### config.mk
export PLATFORM = sky130hd
export DESIGN_NAME = modbus_io_register_bank
export DESIGN_NICKNAME = d
export VERILOG_FILES = /design/src/io_bank_pkg.sv /design/src/modbus_io_register_bank.sv
export VERILOG_INCLUDE_DIRS = /design/src
export SDC_FILE = /design/constraint.sdc
export NUM_CORES = 2
export LEC_CHECK = 0
export ABC_AREA = 0
export BUFFER_PORTS_ARGS = -buffer_cell sky130_fd_sc_hd__buf_2
export CORE_MARGIN = 10
export CORE_UTILIZATION = 40
export CTS_CLUSTER_DIAMETER = 30
export DETAILED_ROUTE_END_ITERATION = 6
export PLACE_DENSITY = 0.59
export SLEW_MARGIN = 20
export SYNTH_ARGS = -nofsm -noshare
export SYNTH_HDL_FRONTEND = slang
export SYNTH_SLANG_ARGS = --single-unit
### constraint.sdc
create_clock -name clk_sys_in -period 3.6 [get_ports clk_sys_in]
set_input_delay 0.72 -clock clk_sys_in [delete_from_list [all_inputs] [get_ports clk_sys_in]]
set_output_delay 0.72 -clock clk_sys_in [all_outputs]
set_load 0.01 [all_outputs]
### src/io_bank_map.svh
`ifndef IO_BANK_MAP_SVH
`define IO_BANK_MAP_SVH
// register offsets (word index)
`define OFS_VERSION      8'h00
`define OFS_NODE         8'h01
`define OFS_RATE         8'h02
`define OFS_CHAR         8'h03
`define OFS_PARITY       8'h04
`define OFS_DELAY        8'h05
`define OFS_FRAMING      8'h06
`define OFS_TIMEOUT      8'h08
`define OFS_FALLBACK     8'h0C
`define OFS_RX_HI        8'h20
`define OFS_RX_LO        8'h21
`define OFS_BAD_HI       8'h22
`define OFS_BAD_LO       8'h23
`define OFS_TX_HI        8'h24
`define OFS_TX_LO        8'h25
`define OFS_INPUTS       8'h32
`define OFS_OUTPUTS      8'h33
`define OFS_CNT_A_HI     8'h34
`define OFS_CNT_A_LO     8'h35
`define OFS_CNT_B_HI     8'h36
`define OFS_CNT_B_LO     8'h37
`define OFS_HELD_A_HI    8'h3C
`define OFS_HELD_A_LO    8'h3D
`define OFS_HELD_B_HI    8'h3E
`define OFS_HELD_B_LO    8'h3F
`define OFS_SETUP_A      8'h44
`define OFS_SETUP_B      8'h45
// reset values
`define RST_NODE         16'h0001
`define RST_RATE         16'h0003
`define RST_CHAR         16'h0801
`define RST_ZERO         16'h0000
// setup word bit positions
`define SET_TIME         0
`define SET_AUTO         1
`define SET_CAP_LOW      2
`define SET_CLR_CAP      3
`define SET_CLR_LOW      4
`define SET_ENCODER      5
// timing
`define CLK_HZ           50000000
`define MS_PER_S         1000
`define BAUD_UNIT        10
`endif

### src/io_bank_pkg.sv
package io_bank_pkg;
   typedef enum logic [4:0] {
      PAR_NONE = 5'h01,
      PAR_ODD = 5'h02,
      PAR_EVEN = 5'h04,
      PAR_MARK = 5'h08,
      PAR_SPACE = 5'h10
   } parity_mode_t;
   typedef enum logic [2:0] {
      RS_IDLE = 3'h1,
      RS_WAIT = 3'h2,
      RS_SEND = 3'h4
   } reply_state_t;
endpackage

### src/modbus_io_register_bank.sv
`timescale 1ns/10ps
`default_nettype none
`include "io_bank_map.svh"
// Functional notes
// - all data held as 16-bit registers
// - coils, inputs, input and holding registers
// - RTU or ASCII framing, both ends match
// - rate codes 0..6, else value times ten
// - parity none/odd/even/mark/space select
// - low byte sets stop bits
// - high byte sets data bits
// - wait reply delay ms before reply
// - framing register 0 RTU, 1 ASCII
// - watchdog forces outputs to default
// - watchdog resets zero, zero disables
// - default pattern at reset and expiry
// - received frame counter, high first
// - error frame counter, high first
// - captured copies of both pulse counters
// - first input register is version code
// - reply light lit while answering
// - input and output lights follow levels
// - counter setup bits select behaviour
module modbus_io_register_bank
   import io_bank_pkg::*;
#(
   parameter logic [15:0] VERSION_CODE = 16'h0100, // arbitrary value
   parameter int CLK_HZ = `CLK_HZ
)
(
   input wire logic clk_sys_in,
   input wire logic resetn_in,
   input wire logic ce_in,
   input wire logic [7:0] reg_addr_in,
   input wire logic reg_wr_in,
   input wire logic [15:0] reg_wdata_in,
   output logic [15:0] reg_rdata_out,
   input wire logic frame_ok_in,
   input wire logic frame_bad_in,
   input wire logic reply_req_in,
   input wire logic reply_done_in,
   output logic reply_go_out,
   output logic [1:0] din_in_unused_out,
   input wire logic [1:0] din_in,
   output logic [1:0] dout_out,
   output logic reply_light_out,
   output logic first_input_light_out,
   output logic second_input_light_out,
   output logic first_output_light_out,
   output logic second_output_light_out,
   output logic [31:0] baud_rate_out,
   output logic [1:0] stop_bits_out,
   output logic [3:0] data_bits_out,
   output parity_mode_t parity_out,
   output logic ascii_mode_out
);
   localparam int MS_CYC = (CLK_HZ / `MS_PER_S) < 1 ? 1 : CLK_HZ / `MS_PER_S;
   localparam int SEC_MS = `MS_PER_S;

   logic [15:0] rate, next_rate, chr, next_chr, par, next_par;
   logic [15:0] delay, next_delay, framing, next_framing, timeout, next_timeout;
   logic [15:0] fallback, next_fallback, outs, next_outs;
   logic [15:0] setup_a, next_setup_a, setup_b, next_setup_b;
   logic [31:0] rx_cnt, next_rx_cnt, bad_cnt, next_bad_cnt, tx_cnt, next_tx_cnt;
   logic [31:0] cnt_a, next_cnt_a, cnt_b, next_cnt_b;
   logic [31:0] held_a, next_held_a, held_b, next_held_b;
   logic [1:0] din_q, next_din_q;
   logic [31:0] ms_div, next_ms_div;
   logic ms_tick;
   logic [15:0] wd_ms, next_wd_ms;
   logic [15:0] dly_ms, next_dly_ms;
   logic [9:0] sec_ms, next_sec_ms;
   reply_state_t rs, next_rs;
   logic wd_fire;
   logic [15:0] rdata, next_rdata;

   // millisecond tick
   // divider runs free; watchdog, reply delay and counters share it
   always_comb
   begin
      ms_tick = (ms_div == 32'(MS_CYC - 1));
      next_ms_div = ms_tick ? 32'h0000_0000 : ms_div + 32'h0000_0001;
   end

   // communication watchdog
   always_comb
   begin
      wd_fire = 1'b0;
      next_wd_ms = wd_ms;
      if (frame_ok_in || timeout == `RST_ZERO)
         next_wd_ms = 16'h0000;
      else if (ms_tick)
      begin
         // first tick after a restart may come at once, so one tick
         // more keeps the interval at least the programmed length
         if (wd_ms >= timeout)
         begin
            wd_fire = 1'b1;
            next_wd_ms = 16'h0000;
         end
         else
            next_wd_ms = wd_ms + 16'h0001;
      end
   end

   // reply sequencer with delay
   always_comb
   begin
      next_rs = rs;
      next_dly_ms = dly_ms;
      case (rs)
         RS_IDLE:
         begin
            next_dly_ms = 16'h0000;
            if (reply_req_in)
               next_rs = (delay == `RST_ZERO) ? RS_SEND : RS_WAIT;
         end
         RS_WAIT:
         begin
            if (ms_tick)
            begin
               next_dly_ms = dly_ms + 16'h0001;
               // one extra tick, as the first may follow at once
               if (dly_ms >= delay)
                  next_rs = RS_SEND;
            end
         end
         RS_SEND:
         begin
            if (reply_done_in)
               next_rs = RS_IDLE;
         end
         default: next_rs = RS_IDLE;
      endcase
   end

   // register writes, counters and capture
   always_comb
   begin
      next_rate = rate;
      next_chr = chr;
      next_par = par;
      next_delay = delay;
      next_framing = framing;
      next_timeout = timeout;
      next_fallback = fallback;
      next_outs = outs;
      next_setup_a = setup_a;
      next_setup_b = setup_b;
      next_rx_cnt = rx_cnt + {31'h0, frame_ok_in | frame_bad_in};
      next_bad_cnt = bad_cnt + {31'h0, frame_bad_in};
      next_tx_cnt = tx_cnt + {31'h0, (rs == RS_SEND) & reply_done_in};
      next_din_q = din_in;
      next_sec_ms = ms_tick ? ((sec_ms == 10'(SEC_MS - 1)) ? 10'h000 : sec_ms + 10'h001) : sec_ms;
      next_cnt_a = cnt_a;
      next_cnt_b = cnt_b;
      next_held_a = held_a;
      next_held_b = held_b;
      // counter a
      if (setup_a[`SET_ENCODER])
      begin
         if (din_in[0] & ~din_q[0])
            next_cnt_a = din_in[1] ? cnt_a - 32'h0000_0001 : cnt_a + 32'h0000_0001;
      end
      else if (setup_a[`SET_TIME])
      begin
         if (din_in[0] & ms_tick)
            next_cnt_a = cnt_a + 32'h0000_0001;
      end
      else if (din_in[0] & ~din_q[0])
         next_cnt_a = cnt_a + 32'h0000_0001;
      if ((setup_a[`SET_AUTO] & ms_tick & sec_ms == 10'(SEC_MS - 1)) |
          (setup_a[`SET_CAP_LOW] & ~din_in[0] & din_q[0]))
      begin
         next_held_a = cnt_a;
         if (setup_a[`SET_CLR_CAP])
            next_cnt_a = 32'h0000_0000;
      end
      if (setup_a[`SET_CLR_LOW] & ~din_in[0])
         next_cnt_a = 32'h0000_0000;
      // input 1 sets the direction in encoder mode, so b counts no edges; b still counts in its time mode
      // counter b
      if (setup_b[`SET_TIME])
      begin
         if (din_in[1] & ms_tick)
            next_cnt_b = cnt_b + 32'h0000_0001;
      end
      else if (din_in[1] & ~din_q[1] & ~setup_a[`SET_ENCODER])
         next_cnt_b = cnt_b + 32'h0000_0001;
      if ((setup_b[`SET_AUTO] & ms_tick & sec_ms == 10'(SEC_MS - 1)) |
          (setup_b[`SET_CAP_LOW] & ~din_in[1] & din_q[1]))
      begin
         next_held_b = cnt_b;
         if (setup_b[`SET_CLR_CAP])
            next_cnt_b = 32'h0000_0000;
      end
      if (setup_b[`SET_CLR_LOW] & ~din_in[1])
         next_cnt_b = 32'h0000_0000;
      // watchdog restores fallback pattern
      // repeats every interval until a valid frame arrives
      if (wd_fire)
         next_outs = fallback;
      // holding register writes win over counting
      // read-only and unmapped offsets fall to the default branch
      if (reg_wr_in)
      begin
         case (reg_addr_in)
            `OFS_RATE: next_rate = reg_wdata_in;
            `OFS_CHAR: next_chr = reg_wdata_in;
            `OFS_PARITY: next_par = reg_wdata_in;
            `OFS_DELAY: next_delay = reg_wdata_in;
            `OFS_FRAMING: next_framing = reg_wdata_in;
            `OFS_TIMEOUT: next_timeout = reg_wdata_in;
            `OFS_FALLBACK: next_fallback = reg_wdata_in;
            `OFS_OUTPUTS: next_outs = reg_wdata_in;
            `OFS_SETUP_A: next_setup_a = reg_wdata_in;
            `OFS_SETUP_B: next_setup_b = reg_wdata_in;
            `OFS_RX_HI: next_rx_cnt[31:16] = reg_wdata_in;
            `OFS_RX_LO: next_rx_cnt[15:0] = reg_wdata_in;
            `OFS_BAD_HI: next_bad_cnt[31:16] = reg_wdata_in;
            `OFS_BAD_LO: next_bad_cnt[15:0] = reg_wdata_in;
            `OFS_TX_HI: next_tx_cnt[31:16] = reg_wdata_in;
            `OFS_TX_LO: next_tx_cnt[15:0] = reg_wdata_in;
            `OFS_CNT_A_HI: next_cnt_a[31:16] = reg_wdata_in;
            `OFS_CNT_A_LO: next_cnt_a[15:0] = reg_wdata_in;
            `OFS_CNT_B_HI: next_cnt_b[31:16] = reg_wdata_in;
            `OFS_CNT_B_LO: next_cnt_b[15:0] = reg_wdata_in;
            `OFS_HELD_A_HI: next_held_a[31:16] = reg_wdata_in;
            `OFS_HELD_A_LO: next_held_a[15:0] = reg_wdata_in;
            `OFS_HELD_B_HI: next_held_b[31:16] = reg_wdata_in;
            `OFS_HELD_B_LO: next_held_b[15:0] = reg_wdata_in;
            default: next_rate = rate;
         endcase
      end
   end

   // read mux, high half at lower offset
   always_comb
   begin
      case (reg_addr_in)
         `OFS_VERSION: next_rdata = VERSION_CODE;
         `OFS_NODE: next_rdata = `RST_NODE;
         `OFS_RATE: next_rdata = rate;
         `OFS_CHAR: next_rdata = chr;
         `OFS_PARITY: next_rdata = par;
         `OFS_DELAY: next_rdata = delay;
         `OFS_FRAMING: next_rdata = framing;
         `OFS_TIMEOUT: next_rdata = timeout;
         `OFS_FALLBACK: next_rdata = fallback;
         `OFS_RX_HI: next_rdata = rx_cnt[31:16];
         `OFS_RX_LO: next_rdata = rx_cnt[15:0];
         `OFS_BAD_HI: next_rdata = bad_cnt[31:16];
         `OFS_BAD_LO: next_rdata = bad_cnt[15:0];
         `OFS_TX_HI: next_rdata = tx_cnt[31:16];
         `OFS_TX_LO: next_rdata = tx_cnt[15:0];
         `OFS_INPUTS: next_rdata = {14'h0000, din_in};
         `OFS_OUTPUTS: next_rdata = outs;
         `OFS_CNT_A_HI: next_rdata = cnt_a[31:16];
         `OFS_CNT_A_LO: next_rdata = cnt_a[15:0];
         `OFS_CNT_B_HI: next_rdata = cnt_b[31:16];
         `OFS_CNT_B_LO: next_rdata = cnt_b[15:0];
         `OFS_HELD_A_HI: next_rdata = held_a[31:16];
         `OFS_HELD_A_LO: next_rdata = held_a[15:0];
         `OFS_HELD_B_HI: next_rdata = held_b[31:16];
         `OFS_HELD_B_LO: next_rdata = held_b[15:0];
         `OFS_SETUP_A: next_rdata = setup_a;
         `OFS_SETUP_B: next_rdata = setup_b;
         default: next_rdata = 16'h0000;
      endcase
   end

   // state registers
   // outputs and fallback pattern both start cleared
   always_ff @(posedge clk_sys_in)
   begin
      if (!resetn_in)
      begin
         rate <= `RST_RATE;
         chr <= `RST_CHAR;
         par <= `RST_ZERO;
         delay <= `RST_ZERO;
         framing <= `RST_ZERO;
         timeout <= `RST_ZERO;
         fallback <= `RST_ZERO;
         outs <= `RST_ZERO;
         setup_a <= `RST_ZERO;
         setup_b <= `RST_ZERO;
         rx_cnt <= 32'h0000_0000;
         bad_cnt <= 32'h0000_0000;
         tx_cnt <= 32'h0000_0000;
         cnt_a <= 32'h0000_0000;
         cnt_b <= 32'h0000_0000;
         held_a <= 32'h0000_0000;
         held_b <= 32'h0000_0000;
         din_q <= 2'h0;
         ms_div <= 32'h0000_0000;
         sec_ms <= 10'h000;
         wd_ms <= 16'h0000;
         dly_ms <= 16'h0000;
         rs <= RS_IDLE;
         rdata <= 16'h0000;
      end
      else if (ce_in)
      begin
         rate <= next_rate;
         chr <= next_chr;
         par <= next_par;
         delay <= next_delay;
         framing <= next_framing;
         timeout <= next_timeout;
         fallback <= next_fallback;
         outs <= next_outs;
         setup_a <= next_setup_a;
         setup_b <= next_setup_b;
         rx_cnt <= next_rx_cnt;
         bad_cnt <= next_bad_cnt;
         tx_cnt <= next_tx_cnt;
         cnt_a <= next_cnt_a;
         cnt_b <= next_cnt_b;
         held_a <= next_held_a;
         held_b <= next_held_b;
         din_q <= next_din_q;
         ms_div <= next_ms_div;
         sec_ms <= next_sec_ms;
         wd_ms <= next_wd_ms;
         dly_ms <= next_dly_ms;
         rs <= next_rs;
         rdata <= next_rdata;
      end
   end

   // line settings decode
   // codes above six give the rate in tens of baud
   always_comb
   begin
      case (rate)
         16'h0000: baud_rate_out = 32'h0000_0960;
         16'h0001: baud_rate_out = 32'h0000_12C0;
         16'h0002: baud_rate_out = 32'h0000_2580;
         16'h0003: baud_rate_out = 32'h0000_4B00;
         16'h0004: baud_rate_out = 32'h0000_9600;
         16'h0005: baud_rate_out = 32'h0000_E100;
         16'h0006: baud_rate_out = 32'h0001_C200;
         default: baud_rate_out = {16'h0000, rate} * `BAUD_UNIT;
      endcase
      case (par[2:0])
         3'h1: parity_out = PAR_ODD;
         3'h2: parity_out = PAR_EVEN;
         3'h3: parity_out = PAR_MARK;
         3'h4: parity_out = PAR_SPACE;
         default: parity_out = PAR_NONE;
      endcase
   end

   // outputs and lights
   // lights are plain copies, so they show the level at once
   assign stop_bits_out = (chr[7:0] == 8'h02) ? 2'h2 : 2'h1;
   assign data_bits_out = (chr[15:8] == 8'h07) ? 4'h7 : 4'h8;
   assign ascii_mode_out = framing[0];
   assign reply_go_out = (rs == RS_SEND);
   assign reply_light_out = (rs == RS_SEND);
   assign reg_rdata_out = rdata;
   assign dout_out = outs[1:0];
   assign din_in_unused_out = din_q;
   assign first_input_light_out = din_in[0];
   assign second_input_light_out = din_in[1];
   assign first_output_light_out = outs[0];
   assign second_output_light_out = outs[1];
endmodule // modbus_io_register_bank
`default_nettype wire

==> metrics.csv <==
metric,value,unit
post_synth_mux_area_share,1.54,%
post_synth_num_cell_types,89,
tightest_slew,1.19,ns
layout.cells.most_common,sky130_fd_sc_hd__nand2_1,
starting_density,40.6,%
syn-mean-instance-area,7.36,um2
synth.yosys.warnings,0,
drt_iter0_markers,4761,
yosys-top-cells-area,"sky130_fd_sc_hd__dfxtp_1 34%, sky130_fd_sc_hd__nand2_1 8.2%, sky130_fd_sc_hd__a21oi_1 6.3%",
timing_hold_violations_final,0,
synth_cells,3885,
clk_pin_slew_worst_paths,0.04,ns
total_power,18.8,mW
route.antenna.remaining_nets,0,
ys_seq_area_share,33.5,%
critical_path_class,flop to output port,
std_cell_rows,97,
grt_pass1_wl,193,mm
grt_util_all_layers,30.4,%
die-height,287,um
port-buffer-count,90,
nets,4138,
drv_cap,0,
cts_buffer_depth,3,
post-route-worst-setup-slack,-0.242,ns
cts_tree,done,
cts_inserted_buffers,134,
num_vias,32120,
finalNonFillerCells,5074,
drive_above_1_share,16.0,%
post_synth_xor_area_fraction,2.67,%
num-fill-cells,6975,
r2r_slack,0.37,ns
finalWeightedCongestion,1.04,
total_leakage_power,13.1,nW
chipWidth,287,um
synth.ff_latch_count,479,
detail_route.wl_per_cell,25.7,um
die_area,82600,um2
max_clock_freq,0.260,GHz
grt_setup_unrepaired,yes,
post_route_wl,130,mm
post_synthesis_cell_type_with_the_largest_combined_area,sky130_fd_sc_hd__dfxtp_1,
worst_hold_path_class,primary input to flop,
place.detailed.instances,4821,
power.ir.vdd_worst,452,uV
dominant_combinational_cell_family_by_area_after_synthesis,compound AO/OA/AOI/OAI gates,
status,"finished, violations left",
end_kind,output port,
slew_viol_final,0,
drt_pre_antenna_iters,7,
synth-compound-area-share,26.7,%
synth_enable_flop_cells,0,
syn_area,28600,um2
layout_common_cells,"623 x sky130_fd_sc_hd__nand2_1, 471 x sky130_fd_sc_hd__dfxtp_1, 354 x sky130_fd_sc_hd__a21oi_1, 328 x sky130_fd_sc_hd__nor2_1, 300 x sky130_fd_sc_hd__o21ai_0",
ios,104,
clock-skew-final,0.0330,ns
grt_overflow,0,
failed_checks,"DRC, setup timing",
grt_pass1_vias,29473,
max-slew-margin-rel,20.6,%
final_min_period_over_clock_period,107,%
clkSinkCount,479,
viasPerCell,6.33,
finalSetupViolCount,10,
number_of_antenna_violations_at_the_first_check_in_global_routing,6,
clock_tree.root_cell,sky130_fd_sc_hd__clkbuf_16,
async_reset_ff_share,0,%
post_cts_hold_buffer_count,0,
synth_ff_type,sky130_fd_sc_hd__dfxtp_1,
finalWorstPathRequiredPeriod,3.84,ns
post_synth_fa_ha_maj_area_fraction,3.27,%
synth.top_cell.area_share,33.5,%
remaining_drc_errors,4,
core-area,70400,um2
timing.critical_path.required,2.88,ns
power_density_cells,523,nW/um2
clock_tree.htree_level_count,4,
detailedPlacementHpwl,89.2,mm
clk_latency,0.73,ns
flow.area_growth_from_synthesis,25.8,%
critical_path_arrival,3.12,ns
synth_simple_gate_area_share,26.6,%
critical_path.startpoint_type,flop,
grt_start_max_net_pins,125,
crit_fanout,2,
## state kept, by name, indices dropped and copies added (netlist names), 10 cells and up
name	count
bad_cnt	32
timeout	16
outs	16
rx_cnt	32
cnt_b	32
rate	16
held_a	32
sec_ms	10
setup_a	16
framing	16
setup_b	16
chr	16
ms_div	32
reg_rdata_out	16
wd_ms	16
fallback	16
held_b	32
tx_cnt	32
delay	16
cnt_a	32
dly_ms	16
par	16
## per-stage QoR
stage,area [um2],setup TNS (ns),hold WS (ns),util [%],worst slack [ns]
floorplan,28600,0,0.432,-,0.253
global placement,30800,0,0.438,43.7,0.0144
detailed placement,30800,0,0.443,43.7,0.0529
CTS,35900,-1.78,0.346,51.0,-0.371
global route,36000,-2.79,0.380,51.1,-0.384
finish,36000,-1.34,0.371,51.1,-0.242
## path summary, 6_finish.rpt
| kind | start | end | depth (start not counted) |
|---|---|---|---|
| min reg2reg | par[6]$_SDFFE_PN0P_ | par[6]$_SDFFE_PN0P_ | 2 |
| min | ce_in | cnt_a[3]$_SDFFE_PN0P_ | 2 |
| max | rate[3]$_SDFFE_PN0P_ | baud_rate_out[16] | 12 |
| max reg2reg | ms_div[7]$_SDFFE_PN0P_ | cnt_b[30]$_SDFFE_PN0P_ | 7 |
## power by group
part           internal, mW  switching (mW)
combinational         0.220           0.668
clock                  8.82            3.71
sequential             5.35          0.0504
total                  14.4            4.43
## per-layer routing
metal	track usage, %	up-vias	wire length, um
li1	-	14540	-
met2	44.9	1979	55500
met3	7.44	393	14500
met5	0	-	34
met1	40.6	15204	53400
met4	15.4	4	6780
## cells by family (layout without fill, tap and decap cells)
kind of cell / after synthesis / in the layout
AO/OA/AOI/OAI: 1187 / 1187
XOR/XNOR: 87 / 87
adder cells (fa/ha/maj): 74 / 74
buffers and inverters: 412 / 645
flip-flops: 479 / 479
multiplexers: 43 / 43
other: 1 / 17
AND/OR/NAND/NOR: 1602 / 1602
## final cells by class
cell class                      instances  area (um2)  share of cell area [%]
Multi-Input combinational cell       3006       17800                    49.4
Tap cell                              940        1180                    3.27
Clock buffer                          175        3760                    10.5
Antenna cell                            4        10.0                  0.0278
Timing Repair Buffer                  322        2310                    6.42
Clock inverter                         61        1000                    2.78
Sequential cell                       479        9600                    26.7
Inverter                               87         334                   0.929
## cells in the mapped netlist, drive strengths merged, types with 18 or more instances
cell type	number
nand2	623
dfxtp	479
a21oi	360
nor2	330
o21ai	308
clkbuf	276
a22oi	125
nand3	125
nor3	96
inv	86
or3	84
nand4	79
ha	73
and3	55
nor4	54
buf	49
xnor2	47
a22o	41
xor2	40
mux2i	34
a211oi	27
and2	25
a221oi	24
a31oi	24
o22ai	23
o31ai	23
a21o	22
nor2b	21
a2bb2oi	19
a222oi	18
## worst max-delay path, stage by stage (launching register included)
cell                       delay, ns
sky130_fd_sc_hd__dfxtp_2        0.33
sky130_fd_sc_hd__ha_4           0.24
sky130_fd_sc_hd__ha_4           0.16
sky130_fd_sc_hd__fa_2           0.37
sky130_fd_sc_hd__a211oi_4       0.27
sky130_fd_sc_hd__o21ai_2        0.09
sky130_fd_sc_hd__nand4_1        0.10
sky130_fd_sc_hd__a21boi_2       0.08
sky130_fd_sc_hd__o41ai_2        0.24
sky130_fd_sc_hd__buf_4          0.18
sky130_fd_sc_hd__xor2_2         0.12
sky130_fd_sc_hd__a22oi_1        0.07
sky130_fd_sc_hd__buf_2          0.15
## repair_timing
action,in CTS,in global routing
setup endpoints to repair,12,13
pin swaps,30,25
setup buffers,11,3
resized for setup,50,12
cloned,0,0
Power figures use the tool's default switching activity.
